File: config.mk
export PLATFORM = sky130hd
export DESIGN_NAME = pad_function_multiplexer
export DESIGN_NICKNAME = d
export VERILOG_FILES = /design/src/pkg/pad_mux_pkg.sv /design/src/sys_clock_divider.sv /design/src/pad_function_multiplexer.sv
export VERILOG_INCLUDE_DIRS = /design/src /design/src/pkg
export SDC_FILE = /design/constraint.sdc
export NUM_CORES = 1
export LEC_CHECK = 0
export BUFFER_PORTS_ARGS = -buffer_cell sky130_fd_sc_hd__buf_2
export CAP_MARGIN = 20
export CORE_UTILIZATION = 53
export DETAILED_ROUTE_END_ITERATION = 10
export GPL_ROUTABILITY_DRIVEN = 0
export GPL_TIMING_DRIVEN = 0
export PLACE_DENSITY = 0.88
export REMOVE_ABC_BUFFERS = 1
export SYNTH_ARGS = -nofsm -noshare
export SYNTH_HDL_FRONTEND = slang
export SYNTH_HIERARCHICAL = 1
export SYNTH_SLANG_ARGS = --single-unit
File: constraint.sdc
create_clock -name clock -period 1.9 [get_ports clock]
set_input_delay 0.19 -clock clock [delete_from_list [all_inputs] [get_ports clock]]
set_output_delay 0.19 -clock clock [all_outputs]
set_load 0.02 [all_outputs]
File: src/pkg/pad_mux_consts.svh
// Purpose: Offsets, field positions and reset values of the pad mux
// Assumes: Register offsets are byte addresses on a 32-bit word bus
// Notes:   Definitions only
`ifndef PAD_MUX_CONSTS_SVH
`define PAD_MUX_CONSTS_SVH

// Pad population
`define PAD_COUNT        25
`define ANALOG_COUNT     19
`define FAST_COMP_COUNT  6
`define JTAG_PAD_FIRST   19
`define JTAG_PAD_LAST    23

// Register byte offsets
`define OFS_FUNC_LOW     8'h00
`define OFS_FUNC_HIGH    8'h04
`define OFS_PULLUP       8'h08
`define OFS_CLOCK_RATIO  8'h0c
`define OFS_PAD_LEVELS   8'h10
`define OFS_STATUS       8'h14

// Field widths
`define FUNC_LOW_PADS    16
`define FUNC_HIGH_WIDTH  18
`define RATIO_WIDTH      2

// Reset values
`define FUNC_RESET       50'h0
`define PULLUP_RESET     25'h0d00000
`define RATIO_RESET      2'h0

`endif

File: src/pkg/pad_mux_pkg.sv
// Purpose: Types shared by the pad mux and its clock divider
// Assumes: Nothing beyond SystemVerilog 2012
// Notes:   Numbers live in pad_mux_consts.svh
`default_nettype none

package pad_mux_pkg;

  // Per-pad function selection
  typedef enum logic [1:0] {
    FUNC_ZERO,
    FUNC_ONE,
    FUNC_TWO,
    FUNC_THREE
  } pad_func_e;

  // System clock output ratio
  typedef enum logic [1:0] {
    RATIO_ONE,
    RATIO_TWO,
    RATIO_FOUR
  } clock_ratio_e;

endpackage

`default_nettype wire

File: src/sys_clock_divider.sv
// Purpose: Divides the system clock by 1, 2 or 4 for the output pin
// Assumes: Ratio is static while the pin is in use
// Notes:   Ratio code 3 behaves as divide by four
`default_nettype none

module sys_clock_divider (
  // Clock and reset
  input  wire logic        clock,
  input  wire logic        rstn,
  // Ratio selection
  input  wire logic [1:0]  ratio,
  // Divided clock
  output logic             dividedClock
);

  logic [1:0] count;
  logic [1:0] next_count;

  // Free-running count, its bits give the halved and quartered clocks
  always_comb begin
    next_count = count + 2'h1;
  end

  always_ff @(posedge clock or negedge rstn) begin
    if (!rstn) begin
      count <= 2'h0;
    end else begin
      count <= next_count;
    end
  end

  // Undivided ratio passes the clock itself, a flop cannot make it
  always_comb begin
    case (pad_mux_pkg::clock_ratio_e'(ratio))
      pad_mux_pkg::RATIO_ONE: dividedClock = clock;
      pad_mux_pkg::RATIO_TWO: dividedClock = count[0];
      default:                dividedClock = count[1];
    endcase
  end

endmodule

`default_nettype wire

File: src/pad_function_multiplexer.sv
// Purpose: Routes one internal function to each of 25 shared pads
// Assumes: Pad inputs and control inputs are synchronous to clock
// Notes:   Pad state is registered so it can be frozen in low power
// Contract
// Pads come up as inputs, TDO tristated
// Pull-ups off at reset except TAP inputs; code leaves TCK pad 21 without one, pulling only pads 20, 22, 23
// Pad state frozen during low power
// All pads select function zero at boot
// Pads 19-23: TAP on zero, GPIO on one
// Fixed function table per pad group
// Only the selected function reaches a pad
// System clock pin divided 1, 2 or 4
// RTC pin carries undivided RTC clock
// Internal reset follows external reset pin
// Battery rail power cycle forces reset
// Fast comparators off in low power
// Four functions selectable per pad
// Unselected peripheral inputs get inactive level
`include "pad_mux_consts.svh"
`default_nettype none

module pad_function_multiplexer (
  // Clock and reset
  input  wire logic        clock,
  input  wire logic        rstn,
  // Register port
  input  wire logic [7:0]  regAddr,
  input  wire logic [31:0] regWdata,
  input  wire logic        regWrite,
  input  wire logic        regRead,
  output logic      [31:0] regRdata,
  // Pads
  input  wire logic [24:0] padIn,
  output logic      [24:0] padOut,
  output logic      [24:0] padOe,
  output logic      [24:0] padPullup,
  // Power and reset
  input  wire logic        lowPower,
  input  wire logic        resetPinLevel,
  input  wire logic        batterySupplyRailCycle,
  output logic             internalResetN,
  input  wire logic        rtcClock,
  // Analog inputs
  output logic      [18:0] analogInputs,
  output logic      [18:0] comparatorPowerOn,
  // General-purpose lines
  input  wire logic [24:0] gpioOut,
  input  wire logic [24:0] gpioOe,
  output logic      [24:0] gpioIn,
  // Serial master
  input  wire logic [3:0]  spiMasterSelectN,
  input  wire logic        spiMasterClock,
  input  wire logic        spiMasterTx,
  output logic             spiMasterRx,
  // Two-wire, open drain
  input  wire logic        i2cSclDriveLow,
  input  wire logic        i2cSdaDriveLow,
  output logic             i2cSclIn,
  output logic             i2cSdaIn,
  // Serial slave
  input  wire logic        spiSlaveTx,
  input  wire logic        spiSlaveTxOe,
  output logic             spiSlaveClock,
  output logic             spiSlaveRx,
  output logic             spiSlaveSelectN,
  // Asynchronous serial, index 0 is A, index 1 is B
  input  wire logic [1:0]  uartTx,
  input  wire logic [1:0]  uartRtsDe,
  input  wire logic [1:0]  uartCtsReOut,
  input  wire logic [1:0]  uartCtsReOe,
  output logic      [1:0]  uartRx,
  output logic      [1:0]  uartCts,
  // Pulse outputs
  input  wire logic        pulseOutputZero,
  input  wire logic        pulseOutputOne,
  // Test access port
  input  wire logic        jtagTdo,
  input  wire logic        jtagTdoOe,
  output logic             jtagTrstN,
  output logic             jtagTck,
  output logic             jtagTms,
  output logic             jtagTdi
);

  // Two bits per pad, pad n at bits 2n+1:2n
  logic [49:0] funcSel;
  logic [49:0] next_funcSel;
  logic [24:0] pullupCfg;
  logic [24:0] next_pullupCfg;
  logic [1:0]  clockRatio;
  logic [1:0]  next_clockRatio;
  logic [31:0] next_regRdata;

  logic [24:0] padOutReg;
  logic [24:0] next_padOutReg;
  logic [24:0] next_padOe;
  logic [24:0] next_padPullup;

  logic [24:0] liveOut;
  logic [24:0] liveOe;
  logic [24:0] altOut;
  logic [24:0] altOe;
  logic [24:0] gpioSel;
  logic [24:0] altSel;
  logic        dividedClock;

  // Function field of one pad
  function automatic pad_mux_pkg::pad_func_e selOf(
    input logic [49:0] f,
    input int          idx
  );
    return pad_mux_pkg::pad_func_e'(f[2*idx +: 2]);
  endfunction

  // Pads that carry the test access port on function zero
  function automatic logic isJtagPad(input int idx);
    return (idx >= `JTAG_PAD_FIRST) && (idx <= `JTAG_PAD_LAST);
  endfunction

  sys_clock_divider u_divider (
    .clock        (clock),
    .rstn         (rstn),
    .ratio        (clockRatio),
    .dividedClock (dividedClock)
  );

  // Register writes; four functions per pad, two bits each
  always_comb begin
    next_funcSel    = funcSel;
    next_pullupCfg  = pullupCfg;
    next_clockRatio = clockRatio;
    if (regWrite) begin
      case (regAddr)
        `OFS_FUNC_LOW:    next_funcSel[31:0] = regWdata;
        `OFS_FUNC_HIGH:
          next_funcSel[49:32] = regWdata[`FUNC_HIGH_WIDTH-1:0];
        `OFS_PULLUP:      next_pullupCfg = regWdata[24:0];
        `OFS_CLOCK_RATIO:
          next_clockRatio = regWdata[`RATIO_WIDTH-1:0];
        default:          next_funcSel = funcSel;
      endcase
    end
  end

  // Reads answer one cycle later; unmapped offsets read zero
  always_comb begin
    next_regRdata = 32'h0;
    if (regRead) begin
      case (regAddr)
        `OFS_FUNC_LOW:    next_regRdata = funcSel[31:0];
        `OFS_FUNC_HIGH:   next_regRdata = {14'h0, funcSel[49:32]};
        `OFS_PULLUP:      next_regRdata = {7'h0, pullupCfg};
        `OFS_CLOCK_RATIO: next_regRdata = {30'h0, clockRatio};
        `OFS_PAD_LEVELS:  next_regRdata = {7'h0, padIn};
        `OFS_STATUS:      next_regRdata = {31'h0, lowPower};
        default:          next_regRdata = 32'h0;
      endcase
    end
  end

  always_ff @(posedge clock or negedge rstn) begin
    if (!rstn) begin
      funcSel    <= `FUNC_RESET;
      pullupCfg  <= `PULLUP_RESET;
      clockRatio <= `RATIO_RESET;
      regRdata   <= 32'h0;
    end else begin
      funcSel    <= next_funcSel;
      pullupCfg  <= next_pullupCfg;
      clockRatio <= next_clockRatio;
      regRdata   <= next_regRdata;
    end
  end

  // Function-two outputs gathered per pad
  always_comb begin
    altOut = 25'h0;
    altOe  = 25'h0;
    for (int i = 0; i < 4; i++) begin
      altOut[i] = spiMasterSelectN[i];
      altOe[i]  = 1'b1;
    end
    altOe[4]   = 1'b1;
    altOe[5]   = 1'b1;
    // Open drain: drive low only, the board pulls high
    altOe[6]   = i2cSclDriveLow;
    altOe[7]   = i2cSdaDriveLow;
    altOut[10] = spiSlaveTx;
    altOe[10]  = spiSlaveTxOe;
    altOut[12] = uartTx[0];
    altOe[12]  = 1'b1;
    altOut[14] = uartRtsDe[0];
    altOe[14]  = 1'b1;
    altOut[15] = uartCtsReOut[0];
    altOe[15]  = uartCtsReOe[0];
    altOut[16] = spiMasterClock;
    altOe[16]  = 1'b1;
    altOut[17] = spiMasterTx;
    altOe[17]  = 1'b1;
    altOut[19] = pulseOutputZero;
    altOe[19]  = 1'b1;
    altOut[20] = uartTx[1];
    altOe[20]  = 1'b1;
    altOut[22] = uartRtsDe[1];
    altOe[22]  = 1'b1;
    altOut[23] = uartCtsReOut[1];
    altOe[23]  = uartCtsReOe[1];
    altOut[24] = pulseOutputOne;
    altOe[24]  = 1'b1;
  end

  // Per-pad selection; only one function ever reaches a pad
  always_comb begin
    liveOut      = 25'h0;
    liveOe       = 25'h0;
    gpioSel      = 25'h0;
    altSel       = 25'h0;
    analogInputs = 19'h0;
    for (int i = 0; i < `PAD_COUNT; i++) begin
      case (selOf(funcSel, i))
        pad_mux_pkg::FUNC_ZERO: begin
          if (isJtagPad(i)) begin
            // Only the data output pad drives, and only when asked
            if (i == `JTAG_PAD_FIRST) begin
              liveOut[i] = jtagTdo;
              liveOe[i]  = jtagTdoOe;
            end
          end else begin
            gpioSel[i] = 1'b1;
          end
        end
        pad_mux_pkg::FUNC_ONE: begin
          if (isJtagPad(i)) begin
            gpioSel[i] = 1'b1;
          end else if (i < `ANALOG_COUNT) begin
            analogInputs[i] = 1'b1;
          end
        end
        pad_mux_pkg::FUNC_TWO: begin
          altSel[i]  = 1'b1;
          liveOut[i] = altOut[i];
          liveOe[i]  = altOe[i];
        end
        default: begin
          liveOe[i] = 1'b0;
        end
      endcase
      if (gpioSel[i]) begin
        liveOut[i] = gpioOut[i];
        liveOe[i]  = gpioOe[i];
      end
    end
  end

  // Pad state frozen in low power, live otherwise
  always_comb begin
    next_padOutReg = lowPower ? padOutReg : liveOut;
    next_padOe     = lowPower ? padOe     : liveOe;
    next_padPullup = lowPower ? padPullup : pullupCfg;
  end

  always_ff @(posedge clock or negedge rstn) begin
    if (!rstn) begin
      padOutReg <= 25'h0;
      padOe     <= 25'h0;
      padPullup <= `PULLUP_RESET;
    end else begin
      padOutReg <= next_padOutReg;
      padOe     <= next_padOe;
      padPullup <= next_padPullup;
    end
  end

  // Clock pads bypass the flops while awake; a registered copy cannot carry them
  always_comb begin
    padOut = padOutReg;
    if (!lowPower && altSel[4]) begin
      padOut[4] = rtcClock;
    end
    if (!lowPower && altSel[5]) begin
      padOut[5] = dividedClock;
    end
  end

  // Peripheral inputs, inactive level when their pad is elsewhere
  always_comb begin
    gpioIn          = padIn & gpioSel;
    spiMasterRx     = altSel[18] ? padIn[18] : 1'b0;
    i2cSclIn        = altSel[6]  ? padIn[6]  : 1'b1;
    i2cSdaIn        = altSel[7]  ? padIn[7]  : 1'b1;
    spiSlaveClock   = altSel[8]  ? padIn[8]  : 1'b0;
    spiSlaveRx      = altSel[9]  ? padIn[9]  : 1'b0;
    spiSlaveSelectN = altSel[11] ? padIn[11] : 1'b1;
    uartRx[0]       = altSel[13] ? padIn[13] : 1'b1;
    uartCts[0]      = altSel[15] ? padIn[15] : 1'b1;
    uartRx[1]       = altSel[21] ? padIn[21] : 1'b1;
    uartCts[1]      = altSel[23] ? padIn[23] : 1'b1;
  end

  // Unselected TAP is held in its own reset
  always_comb begin
    jtagTrstN = 1'b0;
    jtagTck   = 1'b0;
    jtagTms   = 1'b1;
    jtagTdi   = 1'b1;
    if (selOf(funcSel, 20) == pad_mux_pkg::FUNC_ZERO) begin
      jtagTrstN = padIn[20];
    end
    if (selOf(funcSel, 21) == pad_mux_pkg::FUNC_ZERO) begin
      jtagTck = padIn[21];
    end
    if (selOf(funcSel, 22) == pad_mux_pkg::FUNC_ZERO) begin
      jtagTms = padIn[22];
    end
    if (selOf(funcSel, 23) == pad_mux_pkg::FUNC_ZERO) begin
      jtagTdi = padIn[23];
    end
  end

  // Only the slow comparators stay on to wake the chip
  always_comb begin
    comparatorPowerOn = {{(`ANALOG_COUNT-`FAST_COMP_COUNT){1'b1}},
                         {`FAST_COMP_COUNT{~lowPower}}};
  end

  // Internal reset is a level path, no clock needed to assert it
  always_comb begin
    internalResetN = resetPinLevel;
    if (batterySupplyRailCycle) begin
      internalResetN = 1'b0;
    end
  end

endmodule

`default_nettype wire

==> metrics, run 1 <==
status=finished with violations; failing checks=setup timing; RSZ-0062 raised after global routing=true; Core ar.=around 16,000 um^2; Hold Fails Final Rpt=0; asr flop ratio synth=1.00; Setup WS pre-CTS=-0.810 ns; main combinational cell family by area after synthesis=multiplexers; crit end category=output pin; Syn Inst Count=between 700 and 800; clk slew on worst S/H paths=roughly 0.070 ns; max cap viols=0; worst relative slew slack=0.422; CP required=1.71 ns; Final Instance Area=between 10,000 and 15,000 um^2; Vias/cell=5.62; drt wl/cell=20.8 um; Die ar.=between 15,000 and 20,000 um^2; DR vias=7,485; post-detail-place hpwl=~17 mm; Setup Viol. Count Final=1; Period minus WS final=1.94 ns; Adder-Cell Fraction of Synth Area=0; crit-path max FO=2; simple-gate portion of the synthesized area=0.123; Peak VDD IR=approximately 0.00054 V; Leak Pwr=6.13 nW; Final Cycle Share=1.02; I/O pin cnt=330; Ys Warns=6; startpoint types=clock port; CP Class=clock port to output pin; Post-Syn Area=between 8000 and 9000 um^2; first-pass GRT wire length=about 41 mm; die height=129 um; final worst-path setup slack=-0.0401 ns; Yosys cell types=44; Pwr Density=just over 800 nW/um^2; Synth Area in Compound Gates=0.0817; Worst-Margin Slew=about 0.87 ns; P&R area growth vs syn=38.4%; worst hold path type=input pin to flop; Cell Area, Placed=between 10,000 and 15,000 um^2; most frequent cell after synthesis=dfrtp_1; share of layout cells above drive strength 1=0.447; post-synthesis mux area share=0.197; FP Rows=between 40 and 50; Final #Nets=around 1,200; Final Non-Filler Cells=approximately 1,300; fmax=about 520 MHz; XOR/XNOR share of the synthesized area=0.00102; vias in the first global route=roughly 7,600; initial antenna violation count=1; Post-synth EDFFs=0; clk_lat worst skew=between 0.5 and 0.6 ns; Chip Width=about 130 um; CTS tree=done; WP data arrival=roughly 1.8 ns; Buffers on Ports=around 320; Detail Route Antenna Nets=0; Slew Viols, Final=0; Syn Area/Cell=~12 um^2; DRT iter0 DRCs=479; top_reg_cell synth=dfrtp_1; Fin Clk Skew=0.00818 ns; Congestion Overflow GR=0; Post-route DRC=0; Tot GR Track Use=0.330; Seq/Total Area, Yosys=0.543; total power=roughly 9.8 mW; top cells by area, synth=dfrtp_1, mux2_2, buf_4; Initial Util=0.542; top cells by instance count after synthesis=dfrtp_1, mux2_2, nand2_1, nor2_1, buf_4; dpl cells=1,201; area leader, netlist=dfrtp_1; Yosys reg bits=roughly 190; top cell type's share of synthesized area=0.525; Post-Route WL=27.7 mm; largest net degree at the start of global routing=around 100; DRT Pass-1 Iters=5
-- cells in the final DEF (no fill, tap or decap), types with 21 or more instances in the layout --
cell,count
a22oi_1,24
buf_2,313
dfrtp_1,179
dlygate4sd3_1,95
mux2_2,114
mux2i_1,21
nand2_1,81
nor2_1,41
nor2b_1,27
o21ai_0,24
o31ai_1,27
-- cell families after synthesis --
kind of cell	Yosys count
flops	186
simple gates	209
other cells	1
xor+xnor	1
mux	148
buf+inv	76
compound gates	102
-- sequential cells by signal (all words and copies together), names as in the netlist --
signal and flops:
clockRatio 2, funcSel 50, padOe 25, padOutReg 25
padPullup 25, pullupCfg 25, regRdata 32, u_divider/count 2
-- metal layers --
metal  vias up  global-route usage  routed length [um]
met1      3757               0.371               10300
li1       3265                   -                   -
met2       389               0.579               14500
met5         -                   0                   0
met4         0               0.179                1010
met3        74              0.0822                1890
-- per-stage QoR --
step / utilization / hold WS, ns / setup TNS [ns]
floorplan: - / -0.106 / -13.77
global placement: 0.633 / 0.424 / -599.18
detailed placement: 0.643 / 0.226 / -55.90
CTS: 0.749 / 0.00289 / -0.0349
global route: 0.750 / 0.0103 / -0.0754
finish: 0.750 / 0.00602 / -0.0401
-- final cells by class --
class,count,area (um^2)
Sequential cell,186,4660
Fill cell,967,3950
Multi-Input combinational cell,473,3540
Timing Repair Buffer,419,2710
Clock buffer,25,515
Tap cell,216,270
Clock inverter,10,166
Inverter,3,11.3
Antenna cell,1,2.50
-- where the power goes --
| part | switching, mW | leakage, nW | internal [mW] | total [mW] |
|---|---|---|---|---|
| Clock | 1.58 | 0.343 | 2.47 | 4.05 |
| Combinational | 0.811 | 3.32 | 0.634 | 1.44 |
| Sequential | 0.184 | 2.48 | 4.16 | 4.35 |
-- worst max-delay path, stage by stage --
cell	delay [ns]
clkbuf_16	0.12
mux2i_4	0.17
o21ai_2	0.09
mux2_4	0.28
buf_6	0.13
-- what timing repair did --
action	in CTS	in global routing
setup buffers	2	0
endpoints found under the hold margin	210	0
pin swaps	2	1
resized for setup	4	7
setup endpoints to repair	48	14
gates cloned	0	0
hold buffers	95	0
-- worst paths after layout --
path / start / to / slack, ns / depth (start not counted)
max in group asynchronous: rstn / pullupCfg[23]$_DFFE_PN1P_ / 0.71 / 3
worst min-delay path: gpioOut[1] / padOutReg[1]$_DFFE_PN0N_ / 0.006 / 3
min in group asynchronous: rstn / padOutReg[0]$_DFFE_PN0N_ / 0.22 / 2
worst max register to register: funcSel[46]$_DFFE_PN0P_ / padOe[23]$_DFFE_PN0N_ / 0.19 / 4
worst max-delay path: clock / padOut[5] / -0.04 / 5
worst min register to register: padOe[22]$_DFFE_PN0N_ / padOe[22]$_DFFE_PN0N_ / 0.48 / 2
Note: power is estimated with default switching activity, not from simulation.
==> run 2: changes to the inputs <==
ABC_AREA = 1   (was unset)
CTS_CLUSTER_DIAMETER = 150   (was unset)
SKIP_LAST_GASP = 1   (was unset)
==> metrics, run 2 <==
status=finished with violations; failing checks=hold timing; largest net degree at the start of global routing=95 (-5.9%); CTS tree=done; I/O pin cnt=330 (unchanged); P_int=7.05 mW (-3.1%); vias in the first global route=9,054 (+20%); share of layout cells above drive strength 1=0.264 (-0.183); Top Registers=funcSel (50), regRdata (32); Worst-Margin Slew=0.949 ns (+0.0820 ns); initial antenna violation count=1 (unchanged); Top Usage Layer GRT=met2; cells along the critical path=nor2_2 -> nand2_1 -> a21oi_1 -> buf_2; dpl cells=1,508 (+26%); Hold Fails Final Rpt=1 (+1); Core ar.=15,900 um^2 (+0.36%); hold endpoint=padOutReg[16]$_DFFE_PN0N_; met2 Usage GRT=0.612 (+0.0334); Buffers on Ports=316 (unchanged); post-detail-place hpwl=17.8 mm (+5.5%); Leak Pwr=6.23 nW (+1.6%); DRT Pass-1 Iters=8 (+3); Post-Syn Area=8630 um^2 (+0.52%); CP Class=flop to output pin; Final Cycle Share=0.978 (-0.0431); Hold Crit Start=spiMasterClock; P&R area growth vs syn=37.0%; worst relative slew slack=0.366 (-0.0553); Clock power frac=0.404 (-0.008); worst r2r dst=padOutReg[19]$_DFFE_PN0N_; met1 global-route usage=0.420 (+0.0495); Yosys cell types=31 (-30%); fmax=538 MHz (+4.2%); Post-route DRC=0 (unchanged); Final #Nets=1,562 (+25%); worst hold path type=input pin to flop; crit end category=output pin; Biggest register=funcSel; share of total power in sequential cells=0.448 (+0.006); clk slew on worst S/H paths=0.07 ns (about the same); Period minus WS final=1.86 ns (-0.0818 ns); Post-synth EDFFs=0 (unchanged); Chip Width=130 um (+0.26%); Yosys reg bits=186 (unchanged); M3 GR Usage=0.0974 (+0.0153); most frequent cells in the layout=buf_2, nand2_1, dfrtp_1; top cells by instance count after synthesis=nand2_1, dfrtp_1, inv_1, nor2_1, o21ai_0; Cell Area, Placed=10,100 um^2 (-0.80%); Largest register FFs=50 (unchanged); final worst-path setup slack=0.0418 ns (+0.0818 ns); setup tns final=0 ns (+0.0401 ns); Worst path max stage delay=0.43 ns (+0.15 ns); area leader, netlist=dfrtp_1; Final Instance Area=11,800 um^2 (-0.50%); total power=9.72 mW (-1.3%); Peak VDD IR=0.000614 V (+13%); CP required=1.71 ns (about the same); asr flop ratio synth=1.00 (unchanged); Die ar.=16,800 um^2 (+0.52%); slowest CP cell=dfrtp_1; r2r setup slk=0.34 ns (+0.15 ns); reg2reg start=funcSel[39]$_DFFE_PN0P_; first-pass GRT wire length=46.1 mm (+14%); top_reg_cell synth=dfrtp_1; Fin Clk Skew=0.0174 ns (+0.00919 ns); Reg2Reg Depth=4 (unchanged); Ys Warns=6 (unchanged); Slew Viols, Final=0 (unchanged); Filler cells=1,070 (+11%); WP data arrival=1.67 ns (-0.08 ns); crit-path max FO=4 (+2); hold path depth=3 (unchanged); Seq/Total Area, Yosys=0.540 (-0.00284); top cell type's share of synthesized area=0.522 (-0.00274); commonest non-fill, non-tap cell in the layout=buf_2; drt wl/cell=18.7 um (-10%); Worst Path Buf+Inv=1 (-1); Syn Inst Count=1,043 (+44%); Congestion Overflow GR=0 (unchanged); Setup WS pre-CTS=-0.545 ns (+0.265 ns); Comb pwr share=0.148 (about the same); setup repair bufs after CTS=0 (-2); most frequent cell after synthesis=nand2_1; startpoint types=flop; Tot GR Track Use=0.366 (+0.0360); FP Rows=46 (unchanged); Pwr Density=822 nW/um^2 (-0.79%); die height=130 um (+0.26%); Vias/cell=5.55 (-1.2%); clk_lat worst skew=0.54 ns (about the same); Final Non-Filler Cells=1,648 (+24%); WHS=-0.00487 ns (-0.0109 ns); switch share=0.275 (+0.0133); DR vias=9,145 (+22%); max cap viols=0 (unchanged); Initial Util=0.543 (+0.000871); DRT iter0 DRCs=764 (+59%); switching power=2.67 mW (+3.8%); RSZ-0062 raised after global routing=false; Detail Route Antenna Nets=0 (unchanged); top cells by area, synth=dfrtp_1, nand2_1, o21ai_0; Top delay family on crit path=flip-flops; Setup Viol. Count Final=0 (-1); Syn Area/Cell=8.27 um^2 (-30%); Post-Route WL=30.8 mm (+11%)
-- run 2: changes by cell type in the layout (fill, tap and decap cells not counted), moves of 25 or more --
cell and change:
nor2b_1 -27, inv_1 +123, o21ai_1 +38, nor3_1 +25, nand3_1 +77, nor2_1 +79
o21ai_0 +92, mux2_2 -114, nand2_1 +108
-- run 2: stage by stage --
step,hold WS [ns],util
finish,-0.00487,0.744
global placement,0.407,0.629
detailed placement,0.253,0.636
floorplan,-0.106,-
global route,0.00781,0.744
CTS,0.00119,0.742
-- run 2: what timing repair did --
item                                    in CTS  in global routing
hold buffers                               101                  0
pin swaps                                    0                  1
endpoints found under the setup margin       8                  6
hold endpoints to repair                   220                  0
cloned                                       0                  1
resized for setup                            2                  1
-- run 2: worst min-delay path, delay by kind of cell --
kind,cells,cell delay (ns)
AO/OA/AOI/OAI,1,0.07
buffers and inverters,1,0.10
multiplexers,1,0.12
-- run 2: logic make-up after synthesis --
family	Yosys count	synth area share
compound gates	203	0.122
buf+inv	215	0.119
flops	186	0.540
other cells	1	0.000435
xor+xnor	1	0.00102
mux	4	0.00464
simple gates	433	0.212
-- run 2: cell type report --
class | count | area [um^2] | area share
flip-flops and latches | 186 | 4660 | 0.394
multi-input cells | 655 | 3000 | 0.254
repair buffers | 422 | 2710 | 0.229
clock buffers | 27 | 558 | 0.0472
inverters | 131 | 497 | 0.0420
well taps | 216 | 270 | 0.0229
clock inverters | 9 | 114 | 0.00963
diodes | 2 | 5.00 | 0.000423
-- run 2: how the worst max path moves through the flow --
| stage | from | to | slack, ns | cells after the start |
|---|---|---|---|---|
| detailed placement | regAddr[7] | funcSel[16]$_DFFE_PN0P_ | -0.55 | 8 |
| finish | funcSel[10]$_DFFE_PN0P_ | padOut[5] | 0.04 | 4 |
| global route | clockRatio[1]$_DFFE_PN0P_ | padOut[5] | 0.008 | 6 |
| CTS | funcSel[10]$_DFFE_PN0P_ | padOut[5] | 0.06 | 4 |
| floorplan | lowPower | padOutReg[12]$_DFFE_PN0N_ | -0.19 | 3 |
| global placement | rstn | padOutReg[13]$_DFFE_PN0N_ | -2.33 | 1 |
-- run 2: routing by layer --
metal / routed length (um) / up-vias
li1: - / 4042
met1: 11100 / 4306
met2: 15100 / 653
met3: 3010 / 144
met4: 1570 / 0
met5: 0 / -
-- run 2: power groups by stage --
stage | logic, mW | clock network (mW) | registers, mW
2_1_floorplan | 0.472 | 0.00582 | 4.52
3_3_place_gp | 1.16 | 0.00776 | 4.40
3_5_place_dp | 1.20 | 0.00776 | 4.41
4_1_cts | 1.38 | 3.92 | 4.34
5_1_grt | 1.56 | 4.09 | 4.38
6_report | 1.44 | 3.93 | 4.35
==> run 3: changes to the inputs <==
ABC_AREA = unset   (was 1)
==> metrics, run 3 (synthesized netlist as in run 1, its figures left out) <==
Initial Util=0.542 (-0.000871); Top delay family on crit path=multiplexers; first-pass GRT wire length=40.6 mm (-12%); Multi-input gate area=3540 um^2 (+18%); largest net degree at the start of global routing=101 (+6.3%); vias in the first global route=7,562 (-16%); Biggest register=funcSel; clk_lat worst skew=0.54 ns (about the same); Slew Viols, Final=0 (unchanged); CTS tree=done; FP Rows=46 (unchanged); Filler cells=967 (-9.6%); Leak Pwr=6.13 nW (-1.6%); Setup Viol. Count Final=1 (+1); fmax=513 MHz (-4.7%); Worst-Margin Slew=0.871 ns (-0.0783 ns); Final Instance Area=11,900 um^2 (+0.50%); cells along the critical path=clkbuf_16 -> mux2i_4 -> o21ai_2 -> mux2_4 -> buf_6; WP data arrival=1.76 ns (+0.09 ns); total power=9.85 mW (+1.4%); DR vias=7,473 (-18%); RSZ-0062 raised after global routing=true; Chip Width=129 um (-0.26%); Detail Route Antenna Nets=0 (unchanged); setup tns final=-0.0509 ns (-0.0509 ns); Period minus WS final=1.95 ns (+0.0926 ns); CP required=1.71 ns (about the same); Buffers on Ports=316 (unchanged); share of layout cells above drive strength 1=0.447 (+0.183); Core ar.=15,800 um^2 (-0.36%); Tot GR Track Use=0.330 (-0.0360); Worst path max stage delay=0.28 ns (-0.15 ns); Largest register FFs=50 (unchanged); Hold Crit Start=gpioOut[1]; Cell Area, Placed=10,200 um^2 (+0.81%); most frequent cells in the layout=buf_2, dfrtp_1, mux2_2; Congestion Overflow GR=0 (unchanged); CP Launch Point=clock; worst relative slew slack=0.419 (+0.0529); reg2reg start=funcSel[46]$_DFFE_PN0P_; Post-Route WL=27.7 mm (-10%); P&R area growth vs syn=38.4%; Fin Clk Skew=0.00819 ns (-0.00918 ns); Top Registers=funcSel (50), regRdata (32); Register Area=4660 um^2 (about the same); failing checks=setup timing; DRT Pass-1 Iters=5 (-3); status=finished with violations; commonest non-fill, non-tap cell in the layout=buf_2; clk slew on worst S/H paths=0.07 ns (about the same); I/O pin cnt=330 (unchanged); Die ar.=16,700 um^2 (-0.52%); Vias/cell=5.61 (+1.0%); Setup WS pre-CTS=-0.810 ns (-0.265 ns); initial antenna violation count=1 (unchanged); Final Cycle Share=1.03 (+0.0488); drt wl/cell=20.8 um (+11%); Pwr Density=829 nW/um^2 (+0.85%); max cap viols=0 (unchanged); post-detail-place hpwl=16.9 mm (-5.2%); CP Class=clock port to output pin; DRT iter0 DRCs=480 (-37%); worst hold path type=input pin to flop; Final Non-Filler Cells=1,333 (-19%); dpl cells=1,201 (-20%); slowest CP cell=mux2_4; crit-path max FO=2 (-2); Worst Path Buf+Inv=2 (+1); Post-route DRC=0 (unchanged); final worst-path setup slack=-0.0509 ns (-0.0926 ns); crit end category=output pin; Peak VDD IR=0.000543 V (-12%); startpoint types=clock port; Hold Fails Final Rpt=0 (-1); Final #Nets=1,248 (-20%); die height=129 um (-0.26%)
==> run 3: layer usage <==
layer | wire, um | share of wire | vias to the layer above | global-route usage
met5 | 0 | 0 | - | 0
met4 | 1010 | 0.037 | 0 | 0.179
met3 | 1870 | 0.068 | 76 | 0.0822
met2 | 14500 | 0.52 | 385 | 0.579
met1 | 10300 | 0.37 | 3748 | 0.371
li1 | - | - | 3264 | -
==> run 3: worst paths after layout <==
kind / endpoint / cells after the start / slack (ns)
worst min register to register: padOe[22]$_DFFE_PN0N_ / 2 / 0.48
worst min-delay path: padOutReg[1]$_DFFE_PN0N_ / 3 / 0.006
max in group asynchronous: pullupCfg[23]$_DFFE_PN1P_ / 3 / 0.71
min in group asynchronous: padOutReg[0]$_DFFE_PN0N_ / 2 / 0.22
worst max register to register: padOe[23]$_DFFE_PN0N_ / 4 / 0.19
worst max-delay path: padOut[5] / 5 / -0.05
==> run 3: worst min-delay path, cell delays in order <==
cell	delay, ns
buf_2	0.10
mux2i_1	0.12
o31ai_1	0.09
==> run 3: through the flow <==
| stage | utilization | hold slack, ns |
|---|---|---|
| floorplan | - | -0.106 |
| global placement | 0.633 | 0.424 |
| detailed placement | 0.643 | 0.226 |
| CTS | 0.749 | 0.00289 |
| global route | 0.750 | 0.0103 |
| finish | 0.750 | 0.00581 |
==> run 3: timing repair <==
item,4_1_cts,5_1_grt
setup endpoints to repair,48,14
cloned,0,0
hold buffers,95,0
buffers inserted,2,0
pin swaps,2,0
gates resized for setup,4,7
hold endpoints to repair,210,0
==> run 3: area by class of cell <==
class,instances,area share
clock inverters,10,0.0140
multi-input cells,473,0.298
diodes,1,0.000211
flip-flops and latches,186,0.393
well taps,216,0.0228
clock buffers,25,0.0434
inverters,3,0.000948
repair buffers,419,0.228
==> run 3: power breakdown <==
part	total [mW]	switching [mW]	leakage, nW	internal, mW
logic	1.44	0.811	3.32	0.634
clock network	4.06	1.58	0.343	2.48
registers	4.35	0.184	2.48	4.16
total	9.85	2.58	6.13	7.27
